===== src/hw/synth_feature_map.svh =====
// Bit positions, widths and reset values of the feature-control block.
`ifndef SYNTH_FEATURE_MAP_SVH
`define SYNTH_FEATURE_MAP_SVH

// ****************************************************************
// Feature-control register layout
// ****************************************************************
`define FEAT_WIDTH 8
`define FEAT_RESV_LSB 0
`define FEAT_RESV_MSB 2
`define FEAT_POWER_DOWN_BIT 3
`define FEAT_COUNTER_LOAD_BIT 4
`define FEAT_MODSEL_MONITOR_BIT 5
`define FEAT_PRESC_MONITOR_BIT 6
`define FEAT_OUTPUT_OFF_BIT 7
`define FEAT_RESET_VALUE 8'h00

// ****************************************************************
// Synchroniser
// ****************************************************************
`define SYNC_RESET_LEVEL 1'b0

`endif


===== src/hw/synth_feature_pkg.sv =====
// Types shared by the feature-control and phase-detector design.
package synth_feature_pkg;

  // ****************************************************************
  // Feature-control register, bit 7 down to bit 0
  // ****************************************************************
  typedef struct packed {
    logic outputOff;
    logic prescMonitor;
    logic modSelMonitor;
    logic counterLoad;
    logic powerDown;
    logic [2:0] reserved;
  } feature_t;

  // ****************************************************************
  // Pins that arrive from outside the clock domain
  // ****************************************************************
  typedef struct packed {
    logic enhStrobe;
    logic serialClk;
    logic serialData;
    logic serialWrite;
    logic vco;
    logic refer;
    logic modSel;
    logic presc;
    logic enhEnableN;
    logic busMode;
    logic serialMode;
  } pins_t;

  typedef enum logic [1:0] {
    SRC_PARALLEL,
    SRC_SERIAL,
    SRC_DIRECT
  } loadSource_t;

  typedef enum logic [1:0] {
    PFD_IDLE,
    PFD_UP,
    PFD_DOWN
  } pfdState_t;

endpackage


===== src/hw/edge_sync.sv =====
// Two-flop synchroniser with level, rising-edge and falling-edge outputs.
`timescale 1ns/10ps
`include "synth_feature_map.svh"

module edge_sync #(
  parameter int W = 1
) (
  input wire logic ref_clk,
  input wire logic rst_n,
  input wire logic [W-1:0] pinIn,
  output logic [W-1:0] level,
  output logic [W-1:0] rise,
  output logic [W-1:0] fall
);

  logic [W-1:0] meta_ff;
  logic [W-1:0] sync_ff;
  logic [W-1:0] hist_ff;

  // The first stage feeds only the second, so metastability cannot spread.
  always_ff @(posedge ref_clk or negedge rst_n) begin
    if (!rst_n) begin
      meta_ff <= {W{`SYNC_RESET_LEVEL}};
      sync_ff <= {W{`SYNC_RESET_LEVEL}};
      hist_ff <= {W{`SYNC_RESET_LEVEL}};
    end else begin
      meta_ff <= pinIn;
      sync_ff <= meta_ff;
      hist_ff <= sync_ff;
    end
  end

  assign level = sync_ff;
  assign rise = sync_ff & ~hist_ff;
  assign fall = ~sync_ff & hist_ff;

endmodule


===== src/hw/synth_feature_ctrl_phase_detect.sv =====
// Feature-control register and phase-frequency detector of the synthesizer.
`timescale 1ns/10ps
`include "synth_feature_map.svh"

module synth_feature_ctrl_phase_detect (
  input wire logic ref_clk,
  input wire logic rst_n,
  input wire logic [`FEAT_WIDTH-1:0] dataBus,
  input wire logic enhWriteStrobe,
  input wire logic serialClk,
  input wire logic serialData,
  input wire logic serialWrite,
  input wire logic busMode,
  input wire logic serialMode,
  input wire logic enhEnableN,
  input wire logic dividedVco,
  input wire logic dividedReference,
  input wire logic modulusSelect,
  input wire logic prescalerOut,
  output logic pumpUpN,
  output logic pumpDownN,
  output logic lockFilter,
  output logic lockIndicatorOut,
  output logic lockIndicatorOe,
  output logic diagOut,
  output logic dividedVcoOut,
  output logic dividedReferenceOut,
  output logic powerDown,
  output logic counterLoad,
  output synth_feature_pkg::loadSource_t counterLoadSource
);

  // ****************************************************************
  // Input synchronisers
  // ****************************************************************
  synth_feature_pkg::pins_t pinRaw;
  synth_feature_pkg::pins_t lvl;
  synth_feature_pkg::pins_t rise;
  synth_feature_pkg::pins_t fall;
  logic [`FEAT_WIDTH-1:0] dataLvl;

  assign pinRaw = {enhWriteStrobe, serialClk, serialData, serialWrite, dividedVco, dividedReference,
                   modulusSelect, prescalerOut, enhEnableN, busMode, serialMode};

  edge_sync #(
    .W($bits(synth_feature_pkg::pins_t))
  ) ctrlSync (
    .ref_clk(ref_clk),
    .rst_n(rst_n),
    .pinIn(pinRaw),
    .level(lvl),
    .rise(rise),
    .fall(fall)
  );

  // Data travels through the same depth as the strobe, so it lines up with its edge.
  edge_sync #(
    .W(`FEAT_WIDTH)
  ) dataSync (
    .ref_clk(ref_clk),
    .rst_n(rst_n),
    .pinIn(dataBus),
    .level(dataLvl),
    .rise(),
    .fall()
  );

  // ****************************************************************
  // Programming port
  // ****************************************************************
  synth_feature_pkg::feature_t feat_ff;
  synth_feature_pkg::feature_t nxt_feat;
  logic [`FEAT_WIDTH-1:0] shift_ff;
  logic [`FEAT_WIDTH-1:0] nxt_shift;

  // The port keeps working under power-down so software can wake the part.
  always_comb begin
    nxt_feat = feat_ff;
    nxt_shift = shift_ff;
    if (lvl.serialMode) begin
      if (rise.serialClk && lvl.enhStrobe && !lvl.serialWrite) begin
        nxt_shift = {shift_ff[`FEAT_WIDTH-2:0], lvl.serialData};
      end
      if (fall.enhStrobe) begin
        nxt_feat = shift_ff;
      end
    end else if (rise.enhStrobe) begin
      nxt_feat = dataLvl;
    end
  end

  always_ff @(posedge ref_clk or negedge rst_n) begin
    if (!rst_n) begin
      feat_ff <= `FEAT_RESET_VALUE;
      shift_ff <= `FEAT_RESET_VALUE;
    end else begin
      feat_ff <= nxt_feat;
      shift_ff <= nxt_shift;
    end
  end

  // ****************************************************************
  // Effective feature bits
  // ****************************************************************
  synth_feature_pkg::feature_t eff;
  logic halt;

  // Reserved bits are carried but drive nothing.
  assign eff = lvl.enhEnableN ? synth_feature_pkg::feature_t'(`FEAT_RESET_VALUE) : feat_ff;
  assign halt = eff.powerDown;

  // ****************************************************************
  // Control and diagnostic outputs
  // ****************************************************************
  logic diag_ff;
  logic nxt_diag;
  logic vcoOut_ff;
  logic nxt_vcoOut;
  logic refOut_ff;
  logic nxt_refOut;
  logic load_ff;
  logic nxt_load;
  logic pd_ff;
  synth_feature_pkg::loadSource_t src_ff;
  synth_feature_pkg::loadSource_t nxt_src;

  // When both monitor bits are set the synchronised prescaler output takes the pin.
  always_comb begin
    nxt_diag = 1'b0;
    if (!halt) begin
      if (eff.prescMonitor) begin
        nxt_diag = lvl.presc;
      end else if (eff.modSelMonitor) begin
        nxt_diag = lvl.modSel;
      end
    end
    nxt_vcoOut = lvl.vco && !eff.outputOff && !halt;
    nxt_refOut = lvl.refer && !eff.outputOff && !halt;
    nxt_load = eff.counterLoad && !halt;
    if (lvl.busMode) begin
      nxt_src = synth_feature_pkg::SRC_DIRECT;
    end else if (lvl.serialMode) begin
      nxt_src = synth_feature_pkg::SRC_SERIAL;
    end else begin
      nxt_src = synth_feature_pkg::SRC_PARALLEL;
    end
  end

  always_ff @(posedge ref_clk or negedge rst_n) begin
    if (!rst_n) begin
      diag_ff <= 1'b0;
      vcoOut_ff <= 1'b0;
      refOut_ff <= 1'b0;
      load_ff <= 1'b0;
      pd_ff <= 1'b0;
      src_ff <= synth_feature_pkg::SRC_PARALLEL;
    end else begin
      diag_ff <= nxt_diag;
      vcoOut_ff <= nxt_vcoOut;
      refOut_ff <= nxt_refOut;
      load_ff <= nxt_load;
      pd_ff <= halt;
      src_ff <= nxt_src;
    end
  end

  assign diagOut = diag_ff;
  assign dividedVcoOut = vcoOut_ff;
  assign dividedReferenceOut = refOut_ff;
  assign counterLoad = load_ff;
  assign powerDown = pd_ff;
  assign counterLoadSource = src_ff;

  // ****************************************************************
  // Phase-frequency detector
  // ****************************************************************
  synth_feature_pkg::pfdState_t pfd_ff;
  synth_feature_pkg::pfdState_t nxt_pfd;
  logic upN_ff;
  logic dnN_ff;
  logic filt_ff;
  logic lockOe_ff;
  logic vcoRise;
  logic refRise;

  // Edges are resolved to one clock period; finer offsets are lost.
  assign vcoRise = rise.vco;
  assign refRise = rise.refer;

  always_comb begin
    nxt_pfd = pfd_ff;
    if (halt) begin
      nxt_pfd = synth_feature_pkg::PFD_IDLE;
    end else begin
      case (pfd_ff)
        synth_feature_pkg::PFD_IDLE: begin
          if (refRise && !vcoRise) begin
            nxt_pfd = synth_feature_pkg::PFD_UP;
          end else if (vcoRise && !refRise) begin
            nxt_pfd = synth_feature_pkg::PFD_DOWN;
          end
        end
        synth_feature_pkg::PFD_UP: begin
          if (vcoRise) begin
            nxt_pfd = refRise ? synth_feature_pkg::PFD_UP : synth_feature_pkg::PFD_IDLE;
          end
        end
        synth_feature_pkg::PFD_DOWN: begin
          if (refRise) begin
            nxt_pfd = vcoRise ? synth_feature_pkg::PFD_DOWN : synth_feature_pkg::PFD_IDLE;
          end
        end
        default: begin
          nxt_pfd = synth_feature_pkg::PFD_IDLE;
        end
      endcase
    end
  end

  always_ff @(posedge ref_clk or negedge rst_n) begin
    if (!rst_n) begin
      pfd_ff <= synth_feature_pkg::PFD_IDLE;
      upN_ff <= 1'b1;
      dnN_ff <= 1'b1;
      filt_ff <= 1'b0;
      lockOe_ff <= 1'b0;
    end else begin
      pfd_ff <= nxt_pfd;
      upN_ff <= (nxt_pfd != synth_feature_pkg::PFD_UP);
      dnN_ff <= (nxt_pfd != synth_feature_pkg::PFD_DOWN);
      filt_ff <= (nxt_pfd != synth_feature_pkg::PFD_IDLE);
      lockOe_ff <= (nxt_pfd != synth_feature_pkg::PFD_IDLE);
    end
  end

  assign pumpUpN = upN_ff;
  assign pumpDownN = dnN_ff;
  assign lockFilter = filt_ff;
  // The open-drain pin only ever pulls low; the pull-up sits off chip.
  assign lockIndicatorOut = 1'b0;
  assign lockIndicatorOe = lockOe_ff;

  // ****************************************************************
  // Assertions
  // ****************************************************************
  property p_pumps_exclusive;
    @(posedge ref_clk) disable iff (!rst_n)
    !(!pumpUpN && !pumpDownN);
  endproperty
  a_pumps_exclusive: assert property (p_pumps_exclusive) else $error("Both pumps active together.");
  property p_ref_leads;
    @(posedge ref_clk) disable iff (!rst_n)
    (pfd_ff == synth_feature_pkg::PFD_IDLE && refRise && !vcoRise && !halt) |=> (!pumpUpN && pumpDownN);
  endproperty
  a_ref_leads: assert property (p_ref_leads) else $error("Reference lead did not start pump up.");
  property p_vco_leads;
    @(posedge ref_clk) disable iff (!rst_n)
    (pfd_ff == synth_feature_pkg::PFD_IDLE && vcoRise && !refRise && !halt) |=> (!pumpDownN && pumpUpN);
  endproperty
  a_vco_leads: assert property (p_vco_leads) else $error("VCO lead did not start pump down.");
  property p_width;
    @(posedge ref_clk) disable iff (!rst_n)
    (!pumpUpN && !vcoRise && !halt) |=> !pumpUpN;
  endproperty
  a_width: assert property (p_width) else $error("Pump up ended before the VCO edge.");
  property p_edges_only;
    @(posedge ref_clk) disable iff (!rst_n)
    (pumpUpN && pumpDownN && !vcoRise && !refRise) |=> (pumpUpN && pumpDownN);
  endproperty
  a_edges_only: assert property (p_edges_only) else $error("Pump started without an edge.");
  property p_lock_nand;
    @(posedge ref_clk) disable iff (!rst_n)
    lockFilter == !(pumpUpN && pumpDownN);
  endproperty
  a_lock_nand: assert property (p_lock_nand) else $error("Lock filter is not the pump NAND.");
  property p_lock_od;
    @(posedge ref_clk) disable iff (!rst_n)
    (lockIndicatorOe == !(pumpUpN && pumpDownN)) && !lockIndicatorOut;
  endproperty
  a_lock_od: assert property (p_lock_od) else $error("Lock indicator is not the pump AND.");
  property p_halt;
    @(posedge ref_clk) disable iff (!rst_n)
    halt |=> (pumpUpN && pumpDownN && !diagOut && !counterLoad && !dividedVcoOut && powerDown);
  endproperty
  a_halt: assert property (p_halt) else $error("Power-down left a function running.");
  property p_parallel;
    @(posedge ref_clk) disable iff (!rst_n)
    (rise.enhStrobe && !lvl.serialMode) |=> (feat_ff == $past(dataLvl));
  endproperty
  a_parallel: assert property (p_parallel) else $error("Parallel write not captured.");
  property p_serial;
    @(posedge ref_clk) disable iff (!rst_n)
    (fall.enhStrobe && lvl.serialMode) |=> (feat_ff == $past(shift_ff));
  endproperty
  a_serial: assert property (p_serial) else $error("Serial word not captured.");
  property p_enable_gate;
    @(posedge ref_clk) disable iff (!rst_n)
    lvl.enhEnableN |=> (!counterLoad && !powerDown && !diagOut);
  endproperty
  a_enable_gate: assert property (p_enable_gate) else $error("Feature bits acted while disabled.");
  property p_outputs_off;
    @(posedge ref_clk) disable iff (!rst_n)
    eff.outputOff |=> (!dividedVcoOut && !dividedReferenceOut);
  endproperty
  a_outputs_off: assert property (p_outputs_off) else $error("Divided outputs not disabled.");
  property p_load;
    @(posedge ref_clk) disable iff (!rst_n)
    (eff.counterLoad && !halt) |=> counterLoad;
  endproperty
  a_load: assert property (p_load) else $error("Counter load not asserted.");

endmodule


===== config.mk =====
export PLATFORM = sky130hd
export DESIGN_NAME = synth_feature_ctrl_phase_detect
export DESIGN_NICKNAME = d
export VERILOG_FILES = /design/src/hw/synth_feature_pkg.sv /design/src/hw/edge_sync.sv /design/src/hw/synth_feature_ctrl_phase_detect.sv
export VERILOG_INCLUDE_DIRS = /design/src /design/src/hw
export SDC_FILE = /design/constraint.sdc
export NUM_CORES = 1
export LEC_CHECK = 0
export ABC_AREA = 1
export BUFFER_PORTS_ARGS = -buffer_cell sky130_fd_sc_hd__buf_2
export CORE_AREA = 3 3 64 66
export DETAILED_ROUTE_END_ITERATION = 10
export DIE_AREA = 0 0 67 69
export PLACE_DENSITY = 0.81
export SETUP_SLACK_MARGIN = 0.15
export SLEW_MARGIN = 40
export SYNTH_ARGS = -nofsm -noshare
export SYNTH_HDL_FRONTEND = slang
export SYNTH_SLANG_ARGS = --single-unit

===== constraint.sdc =====
create_clock -name ref_clk -period 3.2 [get_ports ref_clk]
set_input_delay 0 -clock ref_clk [delete_from_list [all_inputs] [get_ports ref_clk]]
set_output_delay 0 -clock ref_clk [all_outputs]
set_load 0.01 [all_outputs]

==> impl_metrics.env <==
export IMPL_htree_levels=3
export IMPL_final_area_sq_um=2530
export IMPL_dpl_hpwl_microns=1820
export IMPL_wl_per_cell_microns=11.1
export IMPL_status="completed"
export IMPL_synth_distinct_cells=16
export IMPL_die_h_microns=69
export IMPL_period_needed_ns=1.35
export IMPL_dr_pass1_iters=4
export IMPL_drtIter0Drc=74
export IMPL_drive_above_1_share=0.229
export IMPL_maxCapViolations=0
export IMPL_r2r_start="ctrlSync.level[0]"
export IMPL_reg2reg_depth=5
export IMPL_portBuffers=28
export IMPL_drc=0
export IMPL_rr_endpoint="shift_ff[0]"
export IMPL_final_setup_skew_ns=0.00377
export IMPL_vias_per_cell=4.51
export IMPL_totalNegativeSetupSlack_ns=0
export IMPL_ir_worst_vdd_mv=0.552
export IMPL_die_width_microns=67
export IMPL_start_util=0.540
export IMPL_wl_microns=2950
export IMPL_place_congestion=0.810
export IMPL_mappedNetlistArea_sq_um=1960
export IMPL_final_cell_mix="dfrtp_1 (59), nand2_1 (46), buf_2 (27), dlygate4sd3_1 (17), inv_1 (15)"
export IMPL_die_area_sq_um=4620
export IMPL_regToRegSetupSlack_ns=1.85
export IMPL_required_ns=3.41
export IMPL_cts_tree="done"
export IMPL_area_growth_pct=29.1
export IMPL_clk_latency_ns=0.32
export IMPL_cts_sinks=61
export IMPL_final_common_cell="dfrtp_1"
export IMPL_p_leak_nw=1.31
export IMPL_ant_nets=0
export IMPL_yosys_warnings=0
export IMPL_rsz0062_at_grt="no"
export IMPL_crit_fanout=9
export IMPL_root_buffer="clkbuf_8"
export IMPL_p_per_area_nw_per_um2=671
export IMPL_grt_pass1_vias=1180
export IMPL_grt_max_degree=36
export IMPL_cts_buffers=9
export IMPL_diodes=0
export IMPL_ys_seq_elements=61
export IMPL_clkSlewWorstSetupHoldPaths_ns=0.07
export IMPL_vias=1200
export IMPL_fmax_mhz=740
export IMPL_nets=235
export IMPL_slew_violations=0
export IMPL_crit_type="reg2reg"
export IMPL_coreArea_sq_um=3630
export IMPL_hold_path_class="in2async"
export IMPL_place_area_sq_um=2150
export IMPL_critPathArrivalTime_ns=1.56
export IMPL_hold_viol_final=0
export IMPL_cp_startpoint="ctrlSync.level[0]"
export IMPL_fillerInstances=261
export IMPL_grt_ovfl_total=0
export IMPL_rows=22
export IMPL_antenna_found_initial=0
export IMPL_setup_viol=0
export IMPL_totalPowerFinal_mw=1.70
export IMPL_cts_buffer_depth=2
export IMPL_synthCells=160
export IMPL_grt_usage=0.156
export IMPL_ios=33
export IMPL_hold_ws_ns=0.154
export IMPL_ys_seq_area_frac=0.779
export IMPL_finalCritPeriodShare=0.422
export IMPL_synth_area_per_cell_sq_um=12.3
export IMPL_setup_worst_path_end_class="flop"
export IMPL_cp_start_kind="flop"
export IMPL_grt_pass1_wl_microns=5240
export IMPL_synthesis_nets=181
==> metrics by stage <==
stage                     cells   util  worst slack (ns)
after floorplan             160      -              2.04
after global placement      234  0.591              1.89
after detailed placement    234  0.591              1.85
after CTS                   266  0.697              1.85
after global routing        266  0.697              1.73
final                       266  0.697              1.85
==> per-layer routing <==
layer / global-route usage / part of all wire / up-vias
met5: 0 / 0 / -
met2: 0.228 / 0.50 / 41
met4: 0.0878 / 0.021 / 0
met3: 0.0554 / 0.052 / 8
li1: - / - / 599
met1: 0.198 / 0.43 / 552
==> flip-flops by register name, indices dropped and copies added (netlist names), 2 cells and up <==
| register | cells |
|---|---|
| ctrlSync.level | 11 |
| ctrlSync.hist_ff | 5 |
| dataSync.meta_ff | 5 |
| ctrlSync.meta_ff | 11 |
| shift_ff | 8 |
| dataSync.level | 5 |
| pfd_ff | 2 |
| feat_ff | 5 |
==> synthesized netlist by cell type, drive strengths merged <==
master  instances  area share
a21oi           2      0.0051
buf             3       0.011
conb            1      0.0019
dfrtp          59        0.75
dfstp           2       0.027
inv            16       0.031
nand2          47       0.094
nand3          12       0.031
nor2            9       0.018
nor3            4       0.016
nor4            1      0.0032
o21ai           4       0.010
==> critical path, stage by stage, from the launching register on <==
cell and delay, ns:
dfrtp_1 0.46, inv_2 0.14, nor3_4 0.37, nand2_4 0.13, nand2_1 0.10, nand2_1 0.05
==> report_power, final <==
group / internal (mW) / total, mW / switching, mW
combinational: 0.0551 / 0.129 / 0.0739
clock: 0.433 / 0.713 / 0.280
sequential: 0.834 / 0.858 / 0.0237
total: 1.32 / 1.70 / 0.377
==> area by class of cell <==
class	instances	area, sq um	share of cell area
Clock inverter	6	88.8	0.0351
Inverter	16	60.1	0.0237
Multi-Input combinational cell	80	352	0.139
Clock buffer	9	124	0.0489
Sequential cell	61	1530	0.603
Tap cell	48	60.1	0.0237
Timing Repair Buffer	46	320	0.126
==> timing repair <==
action,4_1_cts,5_1_grt
resized for setup,0,0
hold buffers,17,0
setup buffers,0,0
hold endpoints to repair,48,0
==> worst max path at each step <==
stage               cells after the start     endpoint  slack (ns)
floorplan                               5  shift_ff[0]        2.04
global placement                        5  shift_ff[0]        1.89
detailed placement                      5  shift_ff[0]        1.85
CTS                                     5  shift_ff[0]        1.85
global route                            5  shift_ff[0]        1.73
finish                                  5  shift_ff[0]        1.85
==> cells by family after synthesis <==
| family | Yosys count | share of synthesized area |
|---|---|---|
| buffers and inverters | 19 | 0.0421 |
| AO/OA/AOI/OAI | 6 | 0.0153 |
| flip-flops | 61 | 0.779 |
| other | 1 | 0.00191 |
| AND/OR/NAND/NOR | 73 | 0.162 |
(Power assumes the default switching activity.)
